`src/pssq_pkg.sv`:
```
// Shared constants and types of the positioning start sequencer.
package pssq_pkg;

  localparam int SEL_W      = 6;
  localparam int NUM_DIRECT = 6;
  localparam int POS_W      = 24;
  localparam int CMD_W      = 32;
  localparam int SPD_W      = 8;
  localparam int DWELL_W    = 16;
  localparam int TICK_W     = 17;
  localparam int ENTRIES    = 64;

  localparam logic [5:0] LAST_ENTRY   = 6'h3f;
  localparam logic [5:0] ORIGIN_RESET = 6'h00;
  localparam logic [6:0] CUR_NONE     = 7'h7f;
  localparam logic [2:0] MAX_CHAIN    = 3'h4;
  localparam logic [7:0] START_SPEED  = 8'h01;

  // Default direct-start assignment: input i runs entry i.
  localparam logic [5:0][5:0] MAP_DEFAULT = {6'h05, 6'h04, 6'h03, 6'h02, 6'h01, 6'h00};

  // Dwell is counted in milliseconds.
  localparam int CLK_PERIOD_NS  = 10;
  localparam int DWELL_UNIT_NS  = 1000000;
  localparam int DWELL_TICK_CYC = DWELL_UNIT_NS / CLK_PERIOD_NS;

  typedef enum logic {
    PSSQ_MODE_INC       = 1'b0,
    PSSQ_MODE_FROM_HOME = 1'b1
  } pssq_mode_t;

  typedef enum logic [1:0] {
    PSSQ_FN_SINGLE  = 2'b00,
    PSSQ_FN_LINKED  = 2'b01,
    PSSQ_FN_LINKED2 = 2'b10
  } pssq_func_t;

  typedef enum logic [1:0] {
    PSSQ_KIND_SELECT     = 2'b00,
    PSSQ_KIND_DIRECT     = 2'b01,
    PSSQ_KIND_SEQ        = 2'b10,
    PSSQ_KIND_NET_SELECT = 2'b11
  } pssq_kind_t;

  typedef struct packed {
    logic [POS_W-1:0]   position;
    logic [SPD_W-1:0]   speed;
    pssq_mode_t         mode;
    pssq_func_t         func;
    logic [DWELL_W-1:0] dwell;
    logic               seqEnable;
  } pssq_entry_t;

endpackage

```
`src/pssq_if.sv`:
```
// Link between the host controller and the positioning device.
`timescale 1ns/1ps
interface pssq_if (
  input wire logic clk_sys
);
  logic [5:0] selectBit;
  logic       startReq;
  logic [5:0] directStart;
  logic       sequentialGoInput;
  logic       stopReq;
  logic       excitationOffInput;
  logic       ready;
  logic       moving;
  logic       alarm;

  modport dev (
    input  clk_sys,
    input  selectBit,
    input  startReq,
    input  directStart,
    input  sequentialGoInput,
    input  stopReq,
    input  excitationOffInput,
    output ready,
    output moving,
    output alarm
  );

  modport host (
    input  clk_sys,
    output selectBit,
    output startReq,
    output directStart,
    output sequentialGoInput,
    output stopReq,
    output excitationOffInput,
    input  ready,
    input  moving,
    input  alarm
  );
endinterface

```
`src/pssq_device.sv`:
```
// Positioning start sequencer: device end, selecting and running stored moves.
`timescale 1ns/1ps
module pssq_device #(
  parameter int unsigned DWELL_TICK = pssq_pkg::DWELL_TICK_CYC
) (
  input  wire logic                   clk_sys,
  input  wire logic                   reset,
  pssq_if.dev                         link,
  input  wire logic                   tableWrEn,
  input  wire logic [5:0]             tableWrAddr,
  input  wire pssq_pkg::pssq_entry_t  tableWrData,
  input  wire logic                   mapWrEn,
  input  wire logic [2:0]             mapWrIdx,
  input  wire logic [5:0]             mapWrNum,
  input  wire logic                   alarmClear,
  output logic [pssq_pkg::CMD_W-1:0]  commandPosition,
  output logic [6:0]                  currentEntry,
  output logic [5:0]                  sequenceOrigin
);

  ////////////////////////////////////////////////////////////////////////////
  // Types and state.

  typedef enum logic [1:0] {
    PSSQ_ST_IDLE  = 2'b00,
    PSSQ_ST_LOAD  = 2'b01,
    PSSQ_ST_RUN   = 2'b10,
    PSSQ_ST_DWELL = 2'b11
  } pssq_dev_phase_t;

  typedef struct packed {
    pssq_dev_phase_t                 st;
    logic [5:0]                      num;
    logic [5:0]                      origin;
    logic [6:0]                      cur;
    logic [2:0]                      chain;
    logic                            prevLinked;
    logic                            dir;
    pssq_pkg::pssq_func_t            func;
    logic [pssq_pkg::CMD_W-1:0]      pos;
    logic [pssq_pkg::CMD_W-1:0]      target;
    logic [pssq_pkg::SPD_W-1:0]      speed;
    logic [pssq_pkg::SPD_W-1:0]      opSpeed;
    logic [pssq_pkg::DWELL_W-1:0]    dwell;
    logic [pssq_pkg::TICK_W-1:0]     tick;
    logic [5:0][5:0]                 map;
    logic                            ready;
    logic                            moving;
    logic                            alarm;
  } pssq_dev_state_t;

  localparam int IX_SEL   = 0;
  localparam int IX_START = 6;
  localparam int IX_DIR   = 7;
  localparam int IX_SEQ   = 13;
  localparam int IX_STOP  = 14;
  localparam int IX_EXC   = 15;

  localparam logic [pssq_pkg::TICK_W-1:0] TICK_LAST = pssq_pkg::TICK_W'(DWELL_TICK - 1);

  pssq_dev_state_t       q;
  pssq_dev_state_t       d;
  pssq_pkg::pssq_entry_t dataTable [pssq_pkg::ENTRIES];
  pssq_pkg::pssq_entry_t ent;
  logic [15:0]           inLevel;
  logic [15:0]           inRise;
  logic [pssq_pkg::CMD_W-1:0] remain;
  logic [pssq_pkg::CMD_W-1:0] remMag;
  logic [pssq_pkg::CMD_W-1:0] step;
  logic [pssq_pkg::CMD_W-1:0] newTarget;
  logic [pssq_pkg::CMD_W-1:0] posExt;
  logic [15:0]           speedSq;
  logic                  newDir;
  logic                  startHit;
  logic [5:0]            startNum;
  logic                  seqHit;
  logic [6:0]            nextSeq;
  logic                  nextUsable;
  logic                  abort;
  logic                  linkedThrough;

  ////////////////////////////////////////////////////////////////////////////
  // Operation data table and input synchronisation.

  always_ff @(posedge clk_sys) begin
    if (tableWrEn) begin
      dataTable[tableWrAddr] <= tableWrData;
    end
  end

  pssq_sync #(
    .W(16)
  ) u_sync (
    .clk_sys (clk_sys),
    .reset   (reset),
    .din     ({link.excitationOffInput, link.stopReq, link.sequentialGoInput,
                link.directStart, link.startReq, link.selectBit}),
    .level   (inLevel),
    .rise    (inRise)
  );

  ////////////////////////////////////////////////////////////////////////////
  // Sequencer and motion profile.

  always_comb begin
    d        = q;
    ent      = dataTable[q.num];
    remain   = q.target - q.pos;
    remMag   = remain[pssq_pkg::CMD_W-1] ? (32'h0 - remain) : remain;
    speedSq  = q.speed * q.speed;
    step     = (remMag < {24'h0, q.speed}) ? remMag : {24'h0, q.speed};
    posExt   = {{8{ent.position[pssq_pkg::POS_W-1]}}, ent.position};
    newTarget = (ent.mode == pssq_pkg::PSSQ_MODE_FROM_HOME) ? posExt :
                (q.target + posExt);
    newDir   = $signed(newTarget) < $signed(q.pos);
    linkedThrough = (q.func == pssq_pkg::PSSQ_FN_LINKED) && (q.num != pssq_pkg::LAST_ENTRY);

    // A select start wins over direct starts; the lowest direct input wins.
    startHit = inRise[IX_START];
    startNum = inLevel[IX_SEL +: 6];
    for (int i = pssq_pkg::NUM_DIRECT - 1; i >= 0; i--) begin
      if (inRise[IX_DIR + i] && !inRise[IX_START]) begin
        startHit = 1'b1;
        startNum = q.map[i];
      end
    end
    seqHit     = inRise[IX_SEQ] && !startHit;
    nextSeq    = q.cur + 7'h01;
    nextUsable = !nextSeq[6] && dataTable[nextSeq[5:0]].seqEnable;
    abort      = inLevel[IX_STOP] || inLevel[IX_EXC];

    // Clearing comes before the phase logic so that an alarm raised in the same cycle wins.
    if (alarmClear) begin
      d.alarm = 1'b0;
    end

    case (q.st)
      PSSQ_ST_IDLE: begin
        d.ready = !q.alarm;
        if ((startHit || seqHit) && q.ready) begin
          d.ready      = 1'b0;
          d.moving     = 1'b1;
          d.st         = PSSQ_ST_LOAD;
          d.chain      = 3'h0;
          d.prevLinked = 1'b0;
          d.speed      = pssq_pkg::START_SPEED;
          if (startHit) begin
            d.num    = startNum;
            d.origin = startNum;
          end else if (nextUsable) begin
            d.num = nextSeq[5:0];
          end else begin
            d.num = q.origin;
          end
        end
      end
      PSSQ_ST_LOAD: begin
        if (q.chain == pssq_pkg::MAX_CHAIN ||
            (q.prevLinked && newDir != q.dir && newTarget != q.pos)) begin
          d.alarm  = 1'b1;
          d.moving = 1'b0;
          d.st     = PSSQ_ST_IDLE;
        end else begin
          d.target  = newTarget;
          d.dir     = newDir;
          d.func    = ent.func;
          d.opSpeed = ent.speed;
          d.dwell   = ent.dwell;
          d.chain   = q.chain + 3'h1;
          d.cur     = {1'b0, q.num};
          d.st      = PSSQ_ST_RUN;
        end
      end
      PSSQ_ST_RUN: begin
        if (remMag == 32'h0) begin
          if (q.func != pssq_pkg::PSSQ_FN_SINGLE && q.num != pssq_pkg::LAST_ENTRY) begin
            d.num        = q.num + 6'h01;
            d.prevLinked = (q.func == pssq_pkg::PSSQ_FN_LINKED);
            if (q.func == pssq_pkg::PSSQ_FN_LINKED) begin
              d.st = PSSQ_ST_LOAD;
            end else begin
              d.st    = PSSQ_ST_DWELL;
              d.tick  = '0;
              d.speed = pssq_pkg::START_SPEED;
            end
          end else begin
            d.st     = PSSQ_ST_IDLE;
            d.ready  = 1'b1;
            d.moving = 1'b0;
            d.speed  = pssq_pkg::START_SPEED;
          end
        end else begin
          d.pos = q.dir ? (q.pos - step) : (q.pos + step);
          if (!linkedThrough && {16'h0, speedSq >> 1} >= remMag &&
              q.speed > pssq_pkg::START_SPEED) begin
            d.speed = q.speed - 8'h01;
          end else if (q.speed < q.opSpeed) begin
            d.speed = q.speed + 8'h01;
          end else if (q.speed > q.opSpeed && q.speed > pssq_pkg::START_SPEED) begin
            d.speed = q.speed - 8'h01;
          end
        end
      end
      PSSQ_ST_DWELL: begin
        if (q.dwell == '0) begin
          d.st = PSSQ_ST_LOAD;
        end else if (q.tick == TICK_LAST) begin
          d.tick  = '0;
          d.dwell = q.dwell - 16'h0001;
        end else begin
          d.tick = q.tick + 17'h00001;
        end
      end
      default: begin
        d.st = PSSQ_ST_IDLE;
      end
    endcase

    if (mapWrEn && mapWrIdx < 3'h6) begin
      d.map[mapWrIdx] = mapWrNum;
    end
    if (abort || alarmClear) begin
      d.origin = pssq_pkg::ORIGIN_RESET;
      d.cur    = pssq_pkg::CUR_NONE;
    end
    if (abort) begin
      d.st     = PSSQ_ST_IDLE;
      d.moving = 1'b0;
      d.ready  = 1'b0;
      d.speed  = pssq_pkg::START_SPEED;
      d.target = q.pos;
    end
  end

  always_ff @(posedge clk_sys) begin
    if (reset) begin
      q        <= '0;
      q.st     <= PSSQ_ST_IDLE;
      q.origin <= pssq_pkg::ORIGIN_RESET;
      q.cur    <= pssq_pkg::CUR_NONE;
      q.speed  <= pssq_pkg::START_SPEED;
      q.func   <= pssq_pkg::PSSQ_FN_SINGLE;
      q.map    <= pssq_pkg::MAP_DEFAULT;
    end else begin
      q <= d;
    end
  end

  ////////////////////////////////////////////////////////////////////////////
  // Outputs straight from state.

  assign link.ready      = q.ready;
  assign link.moving     = q.moving;
  assign link.alarm      = q.alarm;
  assign commandPosition = q.pos;
  assign currentEntry    = q.cur;
  assign sequenceOrigin  = q.origin;

endmodule

```
`src/pssq_sync.sv`:
```
// Two-flop synchroniser with a rising-edge detector per bit.
`timescale 1ns/1ps
module pssq_sync #(
  parameter int W = 16
) (
  input  wire logic         clk_sys,
  input  wire logic         reset,
  input  wire logic [W-1:0] din,
  output logic      [W-1:0] level,
  output logic      [W-1:0] rise
);

  typedef struct packed {
    logic [W-1:0] meta;
    logic [W-1:0] sync;
    logic [W-1:0] last;
  } pssq_sync_state_t;

  pssq_sync_state_t q;
  pssq_sync_state_t d;

  always_comb begin
    d      = q;
    d.meta = din;
    d.sync = q.meta;
    d.last = q.sync;
  end

  always_ff @(posedge clk_sys) begin
    if (reset) begin
      q <= '0;
    end else begin
      q <= d;
    end
  end

  assign level = q.sync;
  assign rise  = q.sync & ~q.last;

endmodule

```
`src/flat_wrapper.sv`:
```
// flat-port wrapper written by rule: the top's interface ports become plain ports
module pssq_device_flat 
#(
  parameter int unsigned DWELL_TICK = pssq_pkg::DWELL_TICK_CYC
)
  (clk_sys, reset, tableWrEn, tableWrAddr, tableWrData, mapWrEn, mapWrIdx, mapWrNum, alarmClear, commandPosition, currentEntry, sequenceOrigin, link_selectBit, link_startReq, link_directStart, link_sequentialGoInput, link_stopReq, link_excitationOffInput, link_ready, link_moving, link_alarm);
  pssq_if link_i (.clk_sys(clk_sys));
  input  wire logic clk_sys;
  input  wire logic reset;
  input  wire logic tableWrEn;
  input  wire logic [5:0] tableWrAddr;
  input  wire pssq_pkg::pssq_entry_t tableWrData;
  input  wire logic mapWrEn;
  input  wire logic [2:0] mapWrIdx;
  input  wire logic [5:0] mapWrNum;
  input  wire logic alarmClear;
  output logic [pssq_pkg::CMD_W-1:0] commandPosition;
  output logic [6:0] currentEntry;
  output logic [5:0] sequenceOrigin;
  input wire logic [$bits(link_i.selectBit)-1:0] link_selectBit;
  input wire logic [$bits(link_i.startReq)-1:0] link_startReq;
  input wire logic [$bits(link_i.directStart)-1:0] link_directStart;
  input wire logic [$bits(link_i.sequentialGoInput)-1:0] link_sequentialGoInput;
  input wire logic [$bits(link_i.stopReq)-1:0] link_stopReq;
  input wire logic [$bits(link_i.excitationOffInput)-1:0] link_excitationOffInput;
  output wire logic [$bits(link_i.ready)-1:0] link_ready;
  output wire logic [$bits(link_i.moving)-1:0] link_moving;
  output wire logic [$bits(link_i.alarm)-1:0] link_alarm;
  assign link_i.selectBit = link_selectBit;
  assign link_i.startReq = link_startReq;
  assign link_i.directStart = link_directStart;
  assign link_i.sequentialGoInput = link_sequentialGoInput;
  assign link_i.stopReq = link_stopReq;
  assign link_i.excitationOffInput = link_excitationOffInput;
  assign link_ready = link_i.ready;
  assign link_moving = link_i.moving;
  assign link_alarm = link_i.alarm;
  pssq_device #(.DWELL_TICK(DWELL_TICK)) u_core (.clk_sys(clk_sys), .reset(reset), .link(link_i), .tableWrEn(tableWrEn), .tableWrAddr(tableWrAddr), .tableWrData(tableWrData), .mapWrEn(mapWrEn), .mapWrIdx(mapWrIdx), .mapWrNum(mapWrNum), .alarmClear(alarmClear), .commandPosition(commandPosition), .currentEntry(currentEntry), .sequenceOrigin(sequenceOrigin));
endmodule
```
`config.mk`:
```
export PLATFORM = sky130hd
export DESIGN_NAME = pssq_device_flat
export DESIGN_NICKNAME = d
export VERILOG_FILES = /design/src/pssq_pkg.sv /design/src/pssq_if.sv /design/src/pssq_device.sv /design/src/pssq_sync.sv /design/src/flat_wrapper.sv
export SDC_FILE = /design/constraint.sdc
export NUM_CORES = 2
export LEC_CHECK = 0
export BUFFER_PORTS_ARGS = -buffer_cell sky130_fd_sc_hd__buf_4
export CAP_MARGIN = 20
export CORE_MARGIN = 10
export CORE_UTILIZATION = 38
export CTS_CLUSTER_DIAMETER = 30
export CTS_CLUSTER_SIZE = 12
export DETAILED_ROUTE_END_ITERATION = 16
export PLACE_DENSITY_LB_ADDON = 0.15
export SLEW_MARGIN = 30
export SYNTH_ARGS = -nofsm -noshare
export SYNTH_HDL_FRONTEND = slang
export SYNTH_HIERARCHICAL = 1
export SYNTH_SLANG_ARGS = --single-unit
```
`constraint.sdc`:
```
create_clock -name clk_sys -period 15.2 [get_ports clk_sys]
set_input_delay 0 -clock clk_sys [delete_from_list [all_inputs] [get_ports clk_sys]]
set_output_delay 0 -clock clk_sys [all_outputs]
set_load 0.1 [all_outputs]
```
Word-level counts from Yosys, hierarchy flattened. Memory sizes are Yosys's and may differ from the RTL's. A register that Yosys moved wholly into a read port is not among the register bits. Cells that the tools add are included.

Register bits after elaboration: 226. RAM bits: 3328. Input bits: 88. Output and inout port bits: 48. Logic and storage cells: 195. Memories kept: 1.

$add $sub $neg: 12. $mul: 1. $lt $le $gt $ge: 9. Equality and inequality tests: 22. Muxes and demuxes: 69. Bitwise gates (word level): 4. Reductions and logical operators: 51.

Memory list: u_core.dataTable (depth 64, width 52, read ports 2, clocked after memory_dff 1, write ports 1, line pssq_device.sv:63) `pssq_pkg::pssq_entry_t dataTable [pssq_pkg::ENTRIES];`.

Operators with widths (count): $mux 32 (6); $mux 6 (13); $mux 17 (4); $add 32x32->32 (2); $mux 8 (8); $sub 32x32->32 (2); $mux 40 (1); $bwmux 36 (1); $pmux 17 s2 (1); $mux 33 (1); $ge 15x32->1 (1); $logic_not 32->1 (1); $lt 32x32->1 (1); $lt 32x8->1 (1); $mux 16 (2); $ne 32x32->1 (1); $pmux 16 s2 (1); $sub 1x32->32 const A (1); $demux 6 s3 (1); $logic_and 1x1->1 (18); $add 17x1->17 const B (1); $eq 17x17->1 const B (1); $logic_not 16->1 (1); $mul 8x8->16 (1); 45 further kinds (97).

Logic depth before layout (Yosys ltp).
Depth in word-level cells: 18. Gate-level depth with buffers: 51.

Cells and area by module. Netlist, hierarchy kept.

By module, submodules not included: pssq_device (instances 1, cells each 7357, area an instance 145065.4 um2); pssq_sync (instances 1, cells each 133, area an instance 1525.2 um2).

Worst setup path before layout. Ideal clock, no wire load.

Path kind: register -> register. Start: reg with a tool-made name. End: reg u_core/q[62] in the netlist's numbering. Setup time: 128 ps. Data arrival time: 9719 ps. Data required time: 15072 ps. Setup slack: 5354 ps. Cell stages (with the launch flop): 40. Path through: dfxtp_1 -> clkbuf_1 -> buf_2 -> clkbuf_1 -> buf_1 -> clkbuf_1 -> buf_1 -> mux4_2 -> mux4_2 -> mux2i_1 -> o21ai_0 -> ha_1 -> a21o_1 -> a21oi_1 -> nor2b_1 -> o21a_1 -> o41ai_1 -> o31ai_1 -> [4 not listed] -> a21o_1 -> a31oi_1 -> xnor2_1 -> nand2b_1 -> xnor2_1 -> ha_1 -> nand4_1 -> nor4_1 -> o21ai_0 -> nand3_1 -> mux2i_1 -> xnor2_1 -> a221o_1 -> a21boi_1 -> clkbuf_1 -> o21ai_0 -> a22oi_1 -> nor2_1.

RTL lines: end, declared (line pssq_device.sv:61) `pssq_dev_state_t q;`.

Worst setup path in the final report.
Start: reg u_core.q, in the netlist u_core/commandPosition[11]. End: reg u_core.q, in the netlist u_core/commandPosition[31].

Longest elaborated chain between the ends: 7. Elaborated cells on any way between the ends: 11. Classes of those cells: add/sub: 4; order compare: 1; mux: 3; bitwise: 1; reduce/logical: 2.

RTL lines: $sub 32x32->32 (line pssq_device.sv:108) `remain = q.target - q.pos;`; $sub 1x32->32 (line pssq_device.sv:109) `remMag = remain[pssq_pkg::CMD_W-1] ? (32'h0 - remain) : remain;`; $mux 32 (line pssq_device.sv:109); $lt 32x8->1 (line pssq_device.sv:111) `step = (remMag < {24'h0, q.speed}) ? remMag : {24'h0, q.speed};`; $mux 32 (line pssq_device.sv:111); $add 32x32->32 or $sub 32x32->32 (tied branches) (line pssq_device.sv:193) `d.pos = q.dir ? (q.pos - step) : (q.pos + step);`; $mux 32 (line pssq_device.sv:193).

Several ways; a longest one is shown, not always the timed one. A chain may end at the register's enable or synchronous reset.

==> results.py <==
metrics = {
    "outcome": {
        "outcome": "finished clean",
    },
    "grt": {
        "grt_pass1_wl_um": 642000,
        "grt.overflow.total": 0,
        "track_usage_pct": 21.9,
        "antenna_found_initial": 34,
        "grt_pass1_vias": 82400,
        "grt_start_max_net_pins": 131,
    },
    "critical_path": {
        "required_ns": 16.07,
        "critPathLaunch": "u_core/commandPosition[11]",
        "arrival_ns": 12.39,
        "critPathMostFrequentCell": "o21ai_0",
        "worst-setup-path-type": "reg -> reg",
        "endpoint_kind": "flip-flop",
        "slowest_stage": "o41ai_1",
        "r2r-start": "u_core/commandPosition[11]",
        "crit_path_max_incr_delay_ns": 0.76,
        "cp-start-kind": "flip-flop",
        "critPathMaxFanout": 31,
    },
    "logic_synthesis": {
        "syn_area_um2": 146000,
        "avgSynthCellArea_um2": 19.6,
        "synthCells": 7458,
        "synth_nets": 7774,
        "yosys_warnings": 6,
    },
    "floorplan": {
        "die_area_um2": 410000,
        "core_um2": 383000,
        "fp.dieW_um": 640,
        "fp.dieH_um": 640,
        "io_pins": 136,
        "num_rows": 227,
        "initial_utilization_pct": 38.2,
    },
    "clock_tree": {
        "clockRootBuffer": "clkbuf_16",
        "htreeDepth": 6,
        "cts_buffer_depth": 4,
        "path_clk_slew_ns": 0.05,
        "cts.hold.buffers_added": 148,
        "post_cts_buffers": 0,
        "numCtsBuffers": 742,
        "cts_resized": 0,
        "cts_tree": "done",
        "insertion_delay_ns": 1.08,
        "cts_sinks": 3554,
    },
    "sta": {
        "fin_tns_setup_ns": 0,
        "setup_viol": 0,
        "slew_headroom_pct": 29.6,
        "worstMarginPinSlew_ns": 1.06,
        "finClkSkew_ns": 0.109,
        "finalHoldViolations": 0,
        "rsz0062_at_grt": "no",
        "period_share_pct": 75.8,
        "period_minus_slack_ns": 11.52,
        "fmax_mhz": 86.8,
        "slew_violations": 0,
    },
    "final_layout": {
        "area_delta_synth_final_pct": 24.6,
        "final_nets": 8603,
        "fillers": 31500,
        "stdcell_count": 14000,
        "drive_above_1_share_pct": 31.5,
    },
    "placement": {
        "dp_cells": 12400,
        "numPortBuffers": 135,
        "gp_congestion": 0.840,
        "hpwl_um": 248000,
    },
    "drt": {
        "wl_per_cell_um": 32.8,
        "drc_errors": 0,
        "num_vias": 81000,
        "vias_per_cell": 5.80,
        "dr.first_iter.drc_count": 8978,
        "drtAntennaViolNets": 0,
        "first_pass_iters": 7,
        "routed_wirelength_um": 459000,
    },
    "power_and_ir_drop": {
        "p_leak_uw": 0.0594,
        "ir_drop_mv": 0.131,
        "p_total_uw": 31500,
        "power_density_nw_per_um2": 173,
    },
    "hold_path": {
        "worstHoldStart": "tableWrData[16]",
        "hold_class": "in -> reg",
    },
    "run": {
        "cap_violations": 0,
    },
}
## report_power, final
part           leakage (uW)  switching (uW)  internal, uW
Combinational        0.0151            2210          1740
Sequential           0.0318            74.4         10800
Clock                0.0125            5390         11200
## per-stage QoR
stage	util [%]	hold slack, ns	setup slack (ns)	area, um^2
finish	47.6	0.0416	3.68	182000
detailed placement	40.3	0.217	3.42	154000
global route	47.6	0.0654	2.81	182000
global placement	40.2	0.218	3.36	154000
CTS	47.6	0.0000795	3.40	182000
floorplan	-	0.0989	5.35	146000
## state kept, by name, summed over array words and instances (netlist names), named ones only
signal	count
u_core/commandPosition	32
u_core/sequenceOrigin	6
u_core/u_sync/d	16
u_core/currentEntry	7
u_core/link.ready	1
u_core/u_sync/q	8
u_core/link.moving	1
u_core/dataTable	3328
u_core/link.alarm	1
u_core/u_sync/level	16
u_core/q	132
## area by class of cell
class | instances | area (um^2) | share of cell area, %
antenna | 8 | 20.0 | 0.0110
sequential | 3554 | 104000 | 57.3
multi-input combinational | 3320 | 39900 | 21.9
inverter | 166 | 623 | 0.342
tap | 5038 | 6300 | 3.46
clock buffer | 841 | 19200 | 10.5
timing repair buffer | 503 | 4780 | 2.63
clock inverter | 538 | 6920 | 3.80
## worst max-delay path, delay by kind of cell, from the launching register on
kind	cells	cell delay, ns
compound gates	21	5.33
xor+xnor	2	0.38
fa+ha+maj	4	1.29
buf+inv	4	0.71
flops	1	0.56
mux	1	0.31
simple gates	13	2.78
## routing by layer
layer  routed length [um]  GRT usage [%]  part of all wire, %  vias up
met5                  103              0                0.022        -
met4                12600           6.04                  2.7       18
met3                33100           3.96                  7.2      723
met2               218000           35.3                   48     3407
met1               195000           30.8                   42    44100
li1                     -              -                    -    32700
## worst paths after layout
kind | endpoint | slack, ns | cells after the start
worst max-delay path | u_core/commandPosition[31] | 3.68 | 45
worst min-delay path | u_core/dataTable[21][16] | 0.04 | 2
worst max register to register | u_core/commandPosition[31] | 3.68 | 45
worst min register to register | u_core/u_sync/level[13] | 0.44 | 1
## layout by cell type, fill, tap and decap left out, drive strengths merged, types with 36 or more instances in the layout
cell type	instances
clkinvlp	77
edfxtp	3328
clkinv	281
nor2	334
o21ai	147
bufinv	128
a21oi	235
inv	218
a21o	66
xor2	51
or2	38
xnor2	77
nor3	55
buf	361
clkbuf	841
nand3	65
nor2b	82
mux4	1080
dlygate4sd3	142
o211ai	36
nand2b	39
mux2i	76
ha	200
nand2	259
dfxtp	226
No activity file was read; power rests on OpenSTA's default activity.
